$ cat src/core/secondary_serial_port_pkg.sv
// Notes on behaviour
// [RQ1] Page selector holds any value 0..255
// [RQ2] Format field: TDM, I2S, left-justified; 3 reserved
// [RQ3] Slot length 16/20/24/32, resets to 32
// [RQ4] Frame sync polarity bit inverts sync sense
// [RQ5] Bit clock polarity bit inverts clock sense
// [RQ6] Error detection active while its bit is 0
// [RQ7] Auto resume after error unless bit set
// [RQ8] Launch edge bit delays output half cycle
// [RQ9] Unused cycles drive zero or high impedance
// [RQ10] Last bit full cycle or half then released
// [RQ11] Keeper off, on, LSB one or 1.5 cycles
// [RQ12] Controller mode may use internal frame sync
// [RQ13] Controller mode may use internal bit clock
// [RQ14] TDM sync pulse one or two bit periods
// [RQ15] First slot MSB delayed 0..31 bit cycles
// [RQ16] Per-channel bit routes to second output pin
// [RQ17] Reset restores every configuration field value
package secondary_serial_port_pkg;
    // Register map
    localparam logic [7:0] ADDR_PAGE_SEL  = 8'h00;
    localparam logic [7:0] ADDR_PORT_CFG  = 8'h1a;
    localparam logic [7:0] ADDR_TX_CFG    = 8'h1b;
    localparam logic [7:0] ADDR_TX_OFS    = 8'h1c;
    localparam logic [7:0] ADDR_TX_ROUTE  = 8'h1d;
    localparam logic [7:0] ADDR_CTRL      = 8'h30;
    localparam logic [7:0] ADDR_IRQ_STAT  = 8'h31;
    localparam logic [7:0] ADDR_IRQ_MASK  = 8'h32;
    localparam logic [7:0] ADDR_STATE     = 8'h33;
    localparam logic [7:0] PAGE_MAIN      = 8'h00;
    // Reset values
    localparam logic [7:0] RST_PAGE       = 8'h00;
    localparam logic [7:0] RST_PORT_CFG   = 8'h30;
    localparam logic [7:0] RST_TX_CFG     = 8'h00;
    localparam logic [4:0] RST_TX_OFS     = 5'h00;
    localparam logic [7:0] RST_TX_ROUTE   = 8'h00;
    // Port configuration fields
    localparam int PC_FMT_LSB    = 6;
    localparam int PC_LEN_LSB    = 4;
    localparam int PC_FS_INV     = 3;
    localparam int PC_BCLK_INV   = 2;
    localparam int PC_ERR_OFF    = 1;
    localparam int PC_RESUME_OFF = 0;
    // Transmit configuration fields
    localparam int TC_EDGE       = 7;
    localparam int TC_FILL       = 6;
    localparam int TC_LSB_HALF   = 5;
    localparam int TC_KEEP_LSB   = 3;
    localparam int TC_INT_FS     = 2;
    localparam int TC_INT_BCLK   = 1;
    localparam int TC_PULSE2     = 0;
    localparam int OFS_W         = 5;
    // Encodings
    localparam logic [1:0] FMT_TDM     = 2'h0;
    localparam logic [1:0] FMT_I2S     = 2'h1;
    localparam logic [1:0] FMT_LJ      = 2'h2;
    localparam logic [1:0] FMT_RSVD    = 2'h3;
    localparam logic [1:0] KEEP_OFF    = 2'h0;
    localparam logic [1:0] KEEP_ALWAYS = 2'h1;
    localparam logic [1:0] KEEP_LSB1   = 2'h2;
    localparam logic [1:0] KEEP_LSB15  = 2'h3;
    localparam logic [2:0] LAST_SLOT   = 3'h7;
    // Interrupt events
    localparam int EV_BUS_ERR = 0;
    localparam int EV_RESUME  = 1;
    localparam int EV_FRAME   = 2;
    localparam int EV_W       = 3;
    // Timing
    localparam int CORE_PERIOD_NS     = 10;
    localparam int INT_BCLK_PERIOD_NS = 160;
    localparam int INT_BCLK_HALF_CYC  = INT_BCLK_PERIOD_NS / (2 * CORE_PERIOD_NS);
    localparam logic [3:0] DIV_LAST   = 4'(INT_BCLK_HALF_CYC - 1);
    localparam logic [8:0] FRAME_LIMIT = 9'h1ff;

    function automatic logic [5:0] slot_bits(input logic [1:0] sel);
        case (sel)
            2'h0:    return 6'h10;
            2'h1:    return 6'h14;
            2'h2:    return 6'h18;
            default: return 6'h20;
        endcase
    endfunction
endpackage

$ cat src/core/link_event_if.sv
`timescale 1ns/100ps
`default_nettype none
interface link_event_if;
    logic launch;
    logic half;
    logic sample;
    logic start_left;
    logic start_right;
    modport src (output launch, output half, output sample, output start_left,
                 output start_right);
    modport dst (input launch, input half, input sample, input start_left,
                 input start_right);
endinterface
`default_nettype wire

$ cat src/core/link_edge_detect.sv
`timescale 1ns/100ps
`default_nettype none
module link_edge_detect (
    // Clock and reset
    input  wire logic       core_clk_in,
    input  wire logic       rst_n_in,
    // Pin levels and internal timing
    input  wire logic       ext_bclk_in,
    input  wire logic       ext_fsync_in,
    input  wire logic       int_bclk_in,
    input  wire logic       int_fsync_in,
    // Selection and polarity
    input  wire logic       use_int_bclk_in,
    input  wire logic       use_int_fsync_in,
    input  wire logic       bclk_invert_in,
    input  wire logic       fsync_invert_in,
    input  wire logic       launch_invert_in,
    // Timing events
    link_event_if.src       evt
);
    typedef struct packed {
        logic b1, b2, f1, f2, bprev, fprev;
        logic launch, half, sample, start_l, start_r;
    } edge_state_t;

    edge_state_t s, n;

    always_comb begin
        logic bn;
        logic fn;
        bn = 1'b0;
        fn = 1'b0;
        n = s;
        n.b1 = ext_bclk_in;
        n.b2 = s.b1;
        n.f1 = ext_fsync_in;
        n.f2 = s.f1;
        // [RQ13] [RQ5] Clock source and polarity
        bn = (use_int_bclk_in ? int_bclk_in : s.b2) ^ bclk_invert_in;
        // [RQ12] [RQ4] Sync source and polarity
        fn = (use_int_fsync_in ? int_fsync_in : s.f2) ^ fsync_invert_in;
        n.bprev = bn;
        n.sample = bn & ~s.bprev;
        // [RQ8] Launch on falling or following rising edge
        n.launch = launch_invert_in ? (bn & ~s.bprev) : (~bn & s.bprev);
        n.half = launch_invert_in ? (~bn & s.bprev) : (bn & ~s.bprev);
        n.start_l = 1'b0;
        n.start_r = 1'b0;
        if (bn & ~s.bprev) begin
            n.start_l = fn & ~s.fprev;
            n.start_r = ~fn & s.fprev;
            n.fprev = fn;
        end
    end

    always_ff @(posedge core_clk_in or negedge rst_n_in) begin
        if (!rst_n_in) begin
            s <= '0;
        end else begin
            s <= n;
        end
    end

    assign evt.launch = s.launch;
    assign evt.half = s.half;
    assign evt.sample = s.sample;
    assign evt.start_left = s.start_l;
    assign evt.start_right = s.start_r;
endmodule
`default_nettype wire

$ cat src/core/secondary_serial_port_tx.sv
`timescale 1ns/100ps
`default_nettype none
module secondary_serial_port_tx
    import secondary_serial_port_pkg::*;
(
    // Clock and reset
    input  wire logic         core_clk_in,
    input  wire logic         rst_n_in,
    // Register port
    input  wire logic [7:0]   reg_addr_in,
    input  wire logic [7:0]   reg_wdata_in,
    input  wire logic         reg_wr_in,
    input  wire logic         reg_rd_in,
    output logic [7:0]        reg_rdata_out,
    // Serial link timing pins
    input  wire logic         bclk_in,
    input  wire logic         fsync_in,
    output logic              bclk_out,
    output logic              bclk_oe_out,
    output logic              fsync_out,
    output logic              fsync_oe_out,
    // Channel samples, channel k at bits 32k+31..32k
    input  wire logic [255:0] sample_data_in,
    // Serial data pins
    output logic              serial_out_primary_out,
    output logic              serial_out_primary_oe_out,
    output logic              serial_out_second_out,
    output logic              serial_out_second_oe_out,
    output logic              keeper_en_out,
    // Interrupt
    output logic              irq_out
);
    typedef enum logic [1:0] {ST_IDLE, ST_RUN, ST_ERR, ST_HALT} tx_state_t;

    typedef struct packed {
        tx_state_t        st;
        logic [7:0]       page;
        logic [7:0]       pcfg;
        logic [7:0]       tcfg;
        logic [4:0]       ofs;
        logic [7:0]       route;
        logic             ctrl_mode;
        logic [EV_W-1:0]  stat;
        logic [EV_W-1:0]  mask;
        logic [7:0]       rdata;
        logic             irq;
        logic [8:0]       bitpos;
        logic [4:0]       wait_cnt;
        logic [5:0]       bits_left;
        logic [2:0]       slot;
        logic [31:0]      shreg;
        logic             lsb_now;
        logic             pin_sel;
        logic [1:0]       keep_ph;
        logic             keep;
        logic             dp, dp_oe, ds, ds_oe;
        logic [3:0]       div;
        logic             ibclk;
        logic [8:0]       ibit;
        logic             bclk_o, bclk_oe, fs_o, fs_oe;
    } tx_reg_t;

    tx_reg_t s, n;

    logic [EV_W-1:0] ev;
    logic [EV_W-1:0] clr;
    logic            load;
    logic            fsn;
    logic [1:0]      fmt;
    logic [1:0]      len_sel;
    logic [5:0]      len;
    logic [1:0]      keep_mode;
    logic [8:0]      frame_bits;
    logic            page0;
    logic            fs_inv_tot;
    logic            start_any;

    link_event_if evt ();

    function automatic logic [31:0] word_of(input logic [255:0] d, input logic [2:0] sl,
                                            input logic [5:0] wl);
        logic [31:0] w;
        w = d[{sl, 5'h00} +: 32];
        return w << (6'h20 - wl);
    endfunction

    assign fmt = s.pcfg[PC_FMT_LSB +: 2];
    assign len_sel = s.pcfg[PC_LEN_LSB +: 2];
    assign len = slot_bits(len_sel);
    assign keep_mode = s.tcfg[TC_KEEP_LSB +: 2];
    assign frame_bits = (fmt == FMT_TDM) ? {len, 3'h0} : {2'h0, len, 1'b0};
    assign page0 = (s.page == PAGE_MAIN);
    // I2S sync is low for the left slot, so its sense is flipped
    assign fs_inv_tot = s.pcfg[PC_FS_INV] ^ (fmt == FMT_I2S);
    assign start_any = evt.start_left | (evt.start_right & (fmt != FMT_TDM));

    link_edge_detect u_edge (
        .core_clk_in      (core_clk_in),
        .rst_n_in         (rst_n_in),
        .ext_bclk_in      (bclk_in),
        .ext_fsync_in     (fsync_in),
        .int_bclk_in      (s.bclk_o),
        .int_fsync_in     (s.fs_o),
        .use_int_bclk_in  (s.ctrl_mode & s.tcfg[TC_INT_BCLK]),
        .use_int_fsync_in (s.ctrl_mode & s.tcfg[TC_INT_FS]),
        .bclk_invert_in   (s.pcfg[PC_BCLK_INV]),
        .fsync_invert_in  (fs_inv_tot),
        .launch_invert_in (s.tcfg[TC_EDGE]),
        .evt              (evt)
    );

    always_comb begin
        n = s;
        ev = '0;
        clr = '0;
        load = 1'b0;
        fsn = 1'b0;
        // Register writes
        if (reg_wr_in) begin
            if (reg_addr_in == ADDR_PAGE_SEL) begin
                // [RQ1] Full 8-bit page value
                n.page = reg_wdata_in;
            end else if (page0) begin
                case (reg_addr_in)
                    ADDR_PORT_CFG: begin
                        n.pcfg = reg_wdata_in;
                        // [RQ7] Reconfiguration leaves power-down
                        if (s.st == ST_HALT) begin
                            n.st = ST_IDLE;
                        end
                    end
                    ADDR_TX_CFG:   n.tcfg = reg_wdata_in;
                    ADDR_TX_OFS:   n.ofs = reg_wdata_in[OFS_W-1:0];
                    ADDR_TX_ROUTE: n.route = reg_wdata_in;
                    ADDR_CTRL:     n.ctrl_mode = reg_wdata_in[0];
                    ADDR_IRQ_MASK: n.mask = reg_wdata_in[EV_W-1:0];
                    default: ;
                endcase
            end
        end
        // Register reads, data valid one cycle later only
        n.rdata = '0;
        if (reg_rd_in) begin
            if (reg_addr_in == ADDR_PAGE_SEL) begin
                n.rdata = s.page;
            end else if (page0) begin
                case (reg_addr_in)
                    ADDR_PORT_CFG: n.rdata = s.pcfg;
                    ADDR_TX_CFG:   n.rdata = s.tcfg;
                    ADDR_TX_OFS:   n.rdata = {3'h0, s.ofs};
                    ADDR_TX_ROUTE: n.rdata = s.route;
                    ADDR_CTRL:     n.rdata = {7'h00, s.ctrl_mode};
                    ADDR_IRQ_STAT: begin
                        n.rdata = {5'h00, s.stat};
                        clr = '1;
                    end
                    ADDR_IRQ_MASK: n.rdata = {5'h00, s.mask};
                    ADDR_STATE:    n.rdata = {6'h00, s.st};
                    default:       n.rdata = '0;
                endcase
            end
        end
        // Launch-edge data path
        if (evt.launch) begin
            // [RQ9] Unused cycles: zero or released
            n.dp = 1'b0;
            n.ds = 1'b0;
            n.dp_oe = ~s.tcfg[TC_FILL];
            n.ds_oe = ~s.tcfg[TC_FILL];
            n.lsb_now = 1'b0;
            if (s.keep_ph == 2'h1) begin
                n.keep_ph = (keep_mode == KEEP_LSB15) ? 2'h2 : 2'h0;
            end
            if (s.st == ST_RUN) begin
                if (s.wait_cnt != 5'h00) begin
                    n.wait_cnt = s.wait_cnt - 5'h01;
                end else if (s.bits_left != 6'h00) begin
                    // [RQ16] Channel routed to selected pin
                    n.pin_sel = s.route[s.slot];
                    if (s.route[s.slot]) begin
                        n.ds = s.shreg[31];
                        n.ds_oe = 1'b1;
                    end else begin
                        n.dp = s.shreg[31];
                        n.dp_oe = 1'b1;
                    end
                    n.shreg = s.shreg << 1;
                    n.bits_left = s.bits_left - 6'h01;
                    if (s.bits_left == 6'h01) begin
                        n.lsb_now = 1'b1;
                        // [RQ11] Keeper window opens at LSB
                        n.keep_ph = (keep_mode[1]) ? 2'h1 : 2'h0;
                        if (fmt == FMT_TDM && s.slot != LAST_SLOT) begin
                            n.slot = s.slot + 3'h1;
                            n.shreg = word_of(sample_data_in, s.slot + 3'h1, len);
                            n.bits_left = len;
                        end
                    end
                end
            end
        end
        if (evt.half) begin
            // [RQ10] Release pin for second half of LSB
            if (s.lsb_now && s.tcfg[TC_LSB_HALF]) begin
                if (s.pin_sel) begin
                    n.ds_oe = 1'b0;
                end else begin
                    n.dp_oe = 1'b0;
                end
            end
            if (s.keep_ph == 2'h2) begin
                n.keep_ph = 2'h0;
            end
        end
        // [RQ11] Keeper mode decode
        n.keep = (keep_mode == KEEP_ALWAYS) | ((keep_mode != KEEP_OFF) & (n.keep_ph != 2'h0));
        // Frame tracking and bus error handling
        case (s.st)
            ST_IDLE: begin
                if (start_any && fmt != FMT_RSVD) begin
                    n.st = ST_RUN;
                    load = 1'b1;
                end
            end
            ST_RUN: begin
                if (fmt == FMT_RSVD) begin
                    // [RQ2] Reserved format stops transmission
                    n.st = ST_IDLE;
                end else if (start_any) begin
                    load = 1'b1;
                end else if (s.bitpos == FRAME_LIMIT && !s.pcfg[PC_ERR_OFF]) begin
                    // [RQ6] Missing sync is a bus error
                    n.st = ST_ERR;
                    ev[EV_BUS_ERR] = 1'b1;
                end else if (evt.sample && s.bitpos != FRAME_LIMIT) begin
                    n.bitpos = s.bitpos + 9'h001;
                end
            end
            ST_ERR: begin
                // [RQ7] Resume or stay down on recovery
                if (evt.start_left && fmt != FMT_RSVD) begin
                    if (s.pcfg[PC_RESUME_OFF]) begin
                        n.st = ST_HALT;
                    end else begin
                        n.st = ST_RUN;
                        load = 1'b1;
                        ev[EV_RESUME] = 1'b1;
                    end
                end
            end
            ST_HALT: ;
            default: n.st = ST_IDLE;
        endcase
        if (load) begin
            n.bitpos = '0;
            n.slot = (evt.start_right & (fmt != FMT_TDM)) ? 3'h1 : 3'h0;
            // [RQ3] Word length from slot length field
            n.shreg = word_of(sample_data_in, n.slot, len);
            n.bits_left = len;
            // [RQ15] Delay of first MSB
            n.wait_cnt = s.ofs;
            ev[EV_FRAME] = evt.start_left;
        end
        // [RQ13] Internal bit clock divider
        if (s.ctrl_mode) begin
            if (s.div == DIV_LAST) begin
                n.div = '0;
                n.ibclk = ~s.ibclk;
                if (s.ibclk) begin
                    n.ibit = (s.ibit >= frame_bits - 9'h001) ? 9'h000 : s.ibit + 9'h001;
                end
            end else begin
                n.div = s.div + 4'h1;
            end
        end else begin
            n.div = '0;
            n.ibclk = 1'b0;
            n.ibit = '0;
        end
        // [RQ14] [RQ12] Internal sync: pulse in TDM, half frame otherwise
        if (fmt == FMT_TDM) begin
            fsn = n.ibit < (s.tcfg[TC_PULSE2] ? 9'h002 : 9'h001);
        end else begin
            fsn = n.ibit < {3'h0, len};
        end
        // [RQ4] [RQ5] Driven pins follow the polarity bits
        n.fs_o = fsn ^ fs_inv_tot;
        n.bclk_o = n.ibclk ^ s.pcfg[PC_BCLK_INV];
        n.bclk_oe = s.ctrl_mode;
        n.fs_oe = s.ctrl_mode;
        // New events win over a clearing read
        n.stat = (s.stat & ~clr) | ev;
        n.irq = |(n.stat & n.mask);
    end

    always_ff @(posedge core_clk_in or negedge rst_n_in) begin
        if (!rst_n_in) begin
            // [RQ17] Configuration reset values
            s <= '0;
            s.st <= ST_IDLE;
            s.page <= RST_PAGE;
            s.pcfg <= RST_PORT_CFG;
            s.tcfg <= RST_TX_CFG;
            s.ofs <= RST_TX_OFS;
            s.route <= RST_TX_ROUTE;
        end else begin
            s <= n;
        end
    end

    assign reg_rdata_out = s.rdata;
    assign bclk_out = s.bclk_o;
    assign bclk_oe_out = s.bclk_oe;
    assign fsync_out = s.fs_o;
    assign fsync_oe_out = s.fs_oe;
    assign serial_out_primary_out = s.dp;
    assign serial_out_primary_oe_out = s.dp_oe;
    assign serial_out_second_out = s.ds;
    assign serial_out_second_oe_out = s.ds_oe;
    assign keeper_en_out = s.keep;
    assign irq_out = s.irq;
endmodule
`default_nettype wire

$ cat config.mk
export PLATFORM = sky130hd
export DESIGN_NAME = secondary_serial_port_tx
export DESIGN_NICKNAME = d
export VERILOG_FILES = /design/src/core/secondary_serial_port_pkg.sv /design/src/core/link_event_if.sv /design/src/core/link_edge_detect.sv /design/src/core/secondary_serial_port_tx.sv
export SDC_FILE = /design/constraint.sdc
export NUM_CORES = 1
export LEC_CHECK = 0
export BUFFER_PORTS_ARGS = -buffer_cell sky130_fd_sc_hd__buf_2
export CORE_AREA = 2 2 169 237
export DETAILED_ROUTE_END_ITERATION = 10
export DIE_AREA = 0 0 171 239
export GPL_TIMING_DRIVEN = 0
export PLACE_DENSITY = 0.48
export SLEW_MARGIN = 20
export SYNTH_ARGS = -nofsm -noshare
export SYNTH_HDL_FRONTEND = slang
export SYNTH_SLANG_ARGS = --single-unit
$ cat constraint.sdc
create_clock -name core_clk_in -period 5.6 [get_ports core_clk_in]
set_input_delay 0.28 -clock core_clk_in [delete_from_list [all_inputs] [get_ports core_clk_in]]
set_output_delay 0.28 -clock core_clk_in [all_outputs]
set_load 0.03 [all_outputs]
==> flow_results.org <==
** Route
- Drt total wl :: 47500 um
- Detailed Routing Iterations Pass 1 :: 6
- Vias after detailed routing :: 11000
- In the routed layout, each cell is associated on average with a via count of 5.51.
- # DRC :: 0
- Dividing the detail-routed wire length by the instance count gives 23.8 um.
- The count of nets left with antenna violations once routing finished came out at 0.
- First-iteration detailed-routing DRC count :: 687

** Clocking
- Clock-pin transition on the worst setup and hold timing paths :: 60 ps
- The number of clock buffers added by TritonCTS is 17.
- Root cell of the clock tree :: sky130_fd_sc_hd__clkbuf_16
- The clock reaches the later pin of the worst-skew pair after 440 ps.
- In this run the deepest clock path goes through 2 buffers.
- Number of post-CTS setup repair buffers :: 0
- TritonCTS clock tree :: done
- The clock tree synthesis step divided the H-tree into 4 levels.
- Count of clock tree sinks :: 147

** STA
- Transition time at the pin with the least slew margin :: 1040 ps
- Slew margin rel. :: 30.3%
- Unrepaired setup endpoints after global routing :: false
- The final number of hold-violating endpoints came to 0.
- Timing would allow up to 192 MHz.
- The final count of pins violating max slew is 0.
- Least setup slack across all paths after layout :: 394 ps
- Setup violations remaining at the end of the flow were counted as 0.
- Share of the cycle needed by the critical path after routing :: 93.0%
- Across the routed clock network, the largest skew measured is 8.73 ps.
- Final-layout setup total negative slack :: 0 ps
- Subtracting the final worst setup slack from the clock period gives 5210 ps.

** Placement
- Number of placed instances with taps included :: 1957
- Detailed placement ended at an HPWL of 39000 um.
- At the placement stage, the worst setup path has a slack of -320 ps.
- Input and output buffers added on the ports amount to 293.
- Routability-driven placement finished with a final weighted congestion of 0.930.

** Logic synthesis
- For this run, the leading register cell type out of synthesis is sky130_fd_sc_hd__dfrtp_1.
- Counting distinct cell types in the post-synthesis netlist gives 71.
- Averaged over all synthesized cells, the footprint is 10.1 um2.
- The synthesized design contains 0 enable-type register cells.
- Counting every net in the synthesized netlist gives 1439.
- Post-synthesis cell area :: 0.0115 mm2
- Synthesis-stage register bit count :: 147
- Synthesized instance count :: 1135
- Yosys printed 0 warnings.
- Fraction of the yosys area taken by sequential cells :: 32.0%
- After synthesis, the share of flip-flops with an asynchronous set or reset is 100%.

** Global routing
- Global routing used 23.5% of the available tracks.
- Pin count of the biggest net entering global routing :: 93
- Wire length of the first global-routing pass :: 70900 um
- The via count of the first global-routing pass was 11500.
- Residual overflow from global routing :: 0
- Number of antenna violations at the first check in global routing :: 4

** Power and ir drop
- Worst VDD drop :: 0.196 mV
- For this design the static power due to leakage is 6.56 nW.
- Cell area power density :: 255 mW/mm2

** Setup path
- Setup slack of the worst register-to-register path :: 390 ps
- The largest individual stage delay along the critical path comes from the cell sky130_fd_sc_hd__dfstp_2.
- Most prevalent standard cell on the critical path :: sky130_fd_sc_hd__ha_1
- Walking the worst path, the cells encountered are ha_1 > buf_2 > clkbuf_2 > nand2_1 > ha_1 > nor3b_1 > nor3_1 > a31oi_1 > ha_1 > nand4_1 > o21bai_1 > o21ai_1 > o21ai_0 > and2_1 > ha_1 > a21boi_0 > nor4_1 > nand2_1 > a311oi_1 > o2111ai_1.
- Source of the worst register-to-register timing path :: len_sel[0]$_DFFE_PN1P_
- Category of the critical setup timing path :: flip-flop to flip-flop
- In this design, the stage delay of the slowest critical-path cell is 670 ps.
- The most critical setup path has its startpoint at len_sel[0]$_DFFE_PN1P_.
- Largest fanout on the critical path :: 10
- The worst register-to-register path has a depth of 20.
- The worst setup path is launched from a flip-flop.
- Data required time at the worst endpoint :: 5880 ps
- Critical Path AT :: 5490 ps
- STA classifies the critical path endpoint as a flip-flop.
- R2r endpoint :: fsync_out$_DFF_PN0_

** Hold path
- Worst hold path stage count :: 2
- Hold Path Origin :: reg_wdata_in[7]
- Hold Path Class :: input port to flip-flop
- For hold timing, the worst endpoint is s[134]$_DFFE_PN0P_.

** Finish
- Layout cells sized above 1 :: 34.8%
- At the end of the flow the core is filled with cells to 36.6%.
- Non-filler instance count after layout :: 1996
- Total of fill cells in the finished design :: 4105
- Layout Nets :: 1755
- Layout-stage area growth over the synthesis result :: 23.8%

** Floorplan
- Die Height :: 239 um
- Core outline area :: 0.0390 mm2
- The floorplan has 86 rows.
- Overall die width :: 171 um
- For this design the top-level I/O count stands at 296.
- The die covers 0.0409 mm2.
- Initial Util :: 29.6%

** Run
- Max-cap violations in this run came to 0.

** Outcome
- The run finished with clean final reports.
[through the flow]
step | total power, mW | area, um2 | hold WS [ps]
2_1_floorplan | 2.10 | 11500 | -15.6
3_3_place_gp | 2.54 | 13600 | 338
3_5_place_dp | 2.56 | 13700 | 251
4_1_cts | 3.66 | 14200 | 98.2
5_1_grt | 3.83 | 14300 | 105
6_report | 3.64 | 14300 | 118
[report_power, final]
group,internal (mW),leakage [nW],switching (mW)
Sequential,1.25,1.94,0.166
Clock,0.583,0.248,0.499
Combinational,0.508,4.37,0.636
[layer usage]
metal / GRT usage (%) / routed length, um
met1: 25.0 / 17400
met3: 3.48 / 2060
met2: 43.5 / 25000
met5: 0 / 0
met4: 13.6 / 3100
[synthesized netlist by cell type (4+ instances only)]
| cell | count | area share [%] |
|---|---|---|
| sky130_fd_sc_hd__dfrtp_1 | 145 | 32 |
| sky130_fd_sc_hd__nand2_1 | 109 | 3.6 |
| sky130_fd_sc_hd__mux2i_1 | 107 | 9.3 |
| sky130_fd_sc_hd__nor2_1 | 76 | 2.5 |
| sky130_fd_sc_hd__mux4_2 | 69 | 13 |
| sky130_fd_sc_hd__mux2_2 | 67 | 6.6 |
| sky130_fd_sc_hd__a21oi_1 | 66 | 2.9 |
| sky130_fd_sc_hd__o21ai_0 | 57 | 2.5 |
| sky130_fd_sc_hd__clkbuf_1 | 51 | 1.7 |
| sky130_fd_sc_hd__a22oi_1 | 32 | 2.1 |
| sky130_fd_sc_hd__ha_1 | 26 | 2.8 |
| sky130_fd_sc_hd__inv_1 | 24 | 0.78 |
| sky130_fd_sc_hd__a211oi_1 | 21 | 1.4 |
| sky130_fd_sc_hd__and2_1 | 16 | 0.87 |
| sky130_fd_sc_hd__buf_4 | 16 | 1.0 |
| sky130_fd_sc_hd__nand3_1 | 15 | 0.65 |
| sky130_fd_sc_hd__o221ai_1 | 15 | 1.1 |
| sky130_fd_sc_hd__buf_2 | 14 | 0.61 |
| sky130_fd_sc_hd__nor3_1 | 14 | 0.61 |
| sky130_fd_sc_hd__nor2b_1 | 13 | 0.71 |
| sky130_fd_sc_hd__xnor2_1 | 11 | 0.84 |
| sky130_fd_sc_hd__xor2_1 | 10 | 0.76 |
| sky130_fd_sc_hd__a31oi_1 | 9 | 0.49 |
| sky130_fd_sc_hd__and3_1 | 9 | 0.49 |
| sky130_fd_sc_hd__a221oi_1 | 8 | 0.61 |
| sky130_fd_sc_hd__or3_1 | 8 | 0.43 |
| sky130_fd_sc_hd__nor4_1 | 7 | 0.38 |
| sky130_fd_sc_hd__o211ai_1 | 7 | 0.46 |
| sky130_fd_sc_hd__o22ai_1 | 7 | 0.38 |
| sky130_fd_sc_hd__nand4_1 | 6 | 0.33 |
| sky130_fd_sc_hd__o2111ai_1 | 6 | 0.46 |
| sky130_fd_sc_hd__buf_1 | 5 | 0.16 |
| sky130_fd_sc_hd__mux4_1 | 5 | 1.1 |
| sky130_fd_sc_hd__nand2b_1 | 5 | 0.27 |
| sky130_fd_sc_hd__or2_2 | 5 | 0.27 |
| sky130_fd_sc_hd__a2bb2oi_1 | 4 | 0.30 |
| sky130_fd_sc_hd__a31o_2 | 4 | 0.30 |
| sky130_fd_sc_hd__and4_1 | 4 | 0.30 |
| sky130_fd_sc_hd__nand4b_1 | 4 | 0.30 |
| sky130_fd_sc_hd__nor3b_1 | 4 | 0.26 |
| sky130_fd_sc_hd__o21a_1 | 4 | 0.26 |
[cells in the final DEF, fill, tap and decap left out, types with 17 or more instances in the layout]
cell and n:
sky130_fd_sc_hd__mux2_2 67, sky130_fd_sc_hd__o21ai_0 56, sky130_fd_sc_hd__dfrtp_1 145, sky130_fd_sc_hd__clkbuf_16 17, sky130_fd_sc_hd__nand2_1 109, sky130_fd_sc_hd__inv_1 24, sky130_fd_sc_hd__clkbuf_1 54, sky130_fd_sc_hd__a211oi_1 21
sky130_fd_sc_hd__mux2i_1 107, sky130_fd_sc_hd__nor2_1 76, sky130_fd_sc_hd__buf_2 307, sky130_fd_sc_hd__a22oi_1 32, sky130_fd_sc_hd__a21oi_1 66, sky130_fd_sc_hd__ha_1 26, sky130_fd_sc_hd__mux4_2 69
[worst max-delay path: cells and delay by family, from the launching register on]
kind                     cells  cell delay [ps]
buffers and inverters        2              710
flip-flops                   1              670
adder cells (fa/ha/maj)      4             1100
AO/OA/AOI/OAI                7             1370
AND/OR/NAND/NOR              7             1190
[area by class of cell]
class	instances	area, um2	area share, %
buffer	88	429	3.01
antenna	4	10.0	0.0702
multi-input combinational	875	7320	51.3
clock inverter	10	78.8	0.553
sequential	147	3680	25.8
timing repair buffer	297	1530	10.8
tap	528	661	4.63
clock buffer	22	454	3.19
inverter	25	93.8	0.658
[state kept, by name, summed over array words and instances, names as in the netlist, 2 cells and up]
| name | cells |
|---|---|
| keep_mode | 2 |
| len_sel | 2 |
| u_edge.n | 2 |
| u_edge.s | 4 |
| s | 112 |
| reg_rdata_out | 8 |
| fmt | 2 |
[worst max-delay path by stage]
stage,endpoint,depth (start not counted)
3_3_place_gp,fsync_out$_DFF_PN0_,20
5_1_grt,fsync_out$_DFF_PN0_,20
6_report,fsync_out$_DFF_PN0_,20
4_1_cts,fsync_out$_DFF_PN0_,20
2_1_floorplan,fsync_out$_DFF_PN0_,20
3_5_place_dp,fsync_out$_DFF_PN0_,20
[kinds of logic (layout without fill, tap and decap cells)]
logic type / count (synthesis) / in the layout / share of synthesized area [%]
AO/OA/AOI/OAI: 274 / 274 / 15.8
XOR/XNOR: 21 / 21 / 1.60
adder cells (fa/ha/maj): 26 / 26 / 2.83
buffers and inverters: 113 / 442 / 4.52
flip-flops: 147 / 147 / 32.0
multiplexers: 249 / 249 / 30.7
other: 0 / 4 / 0
AND/OR/NAND/NOR: 305 / 305 / 12.6
[repair_timing]
action,in CTS,in global routing
setup endpoints to repair,1,1
gates cloned,0,0
resized for setup,2,1
hold buffers,3,0
endpoints found under the hold margin,57,0
Note: power is estimated with default switching activity, not from simulation.
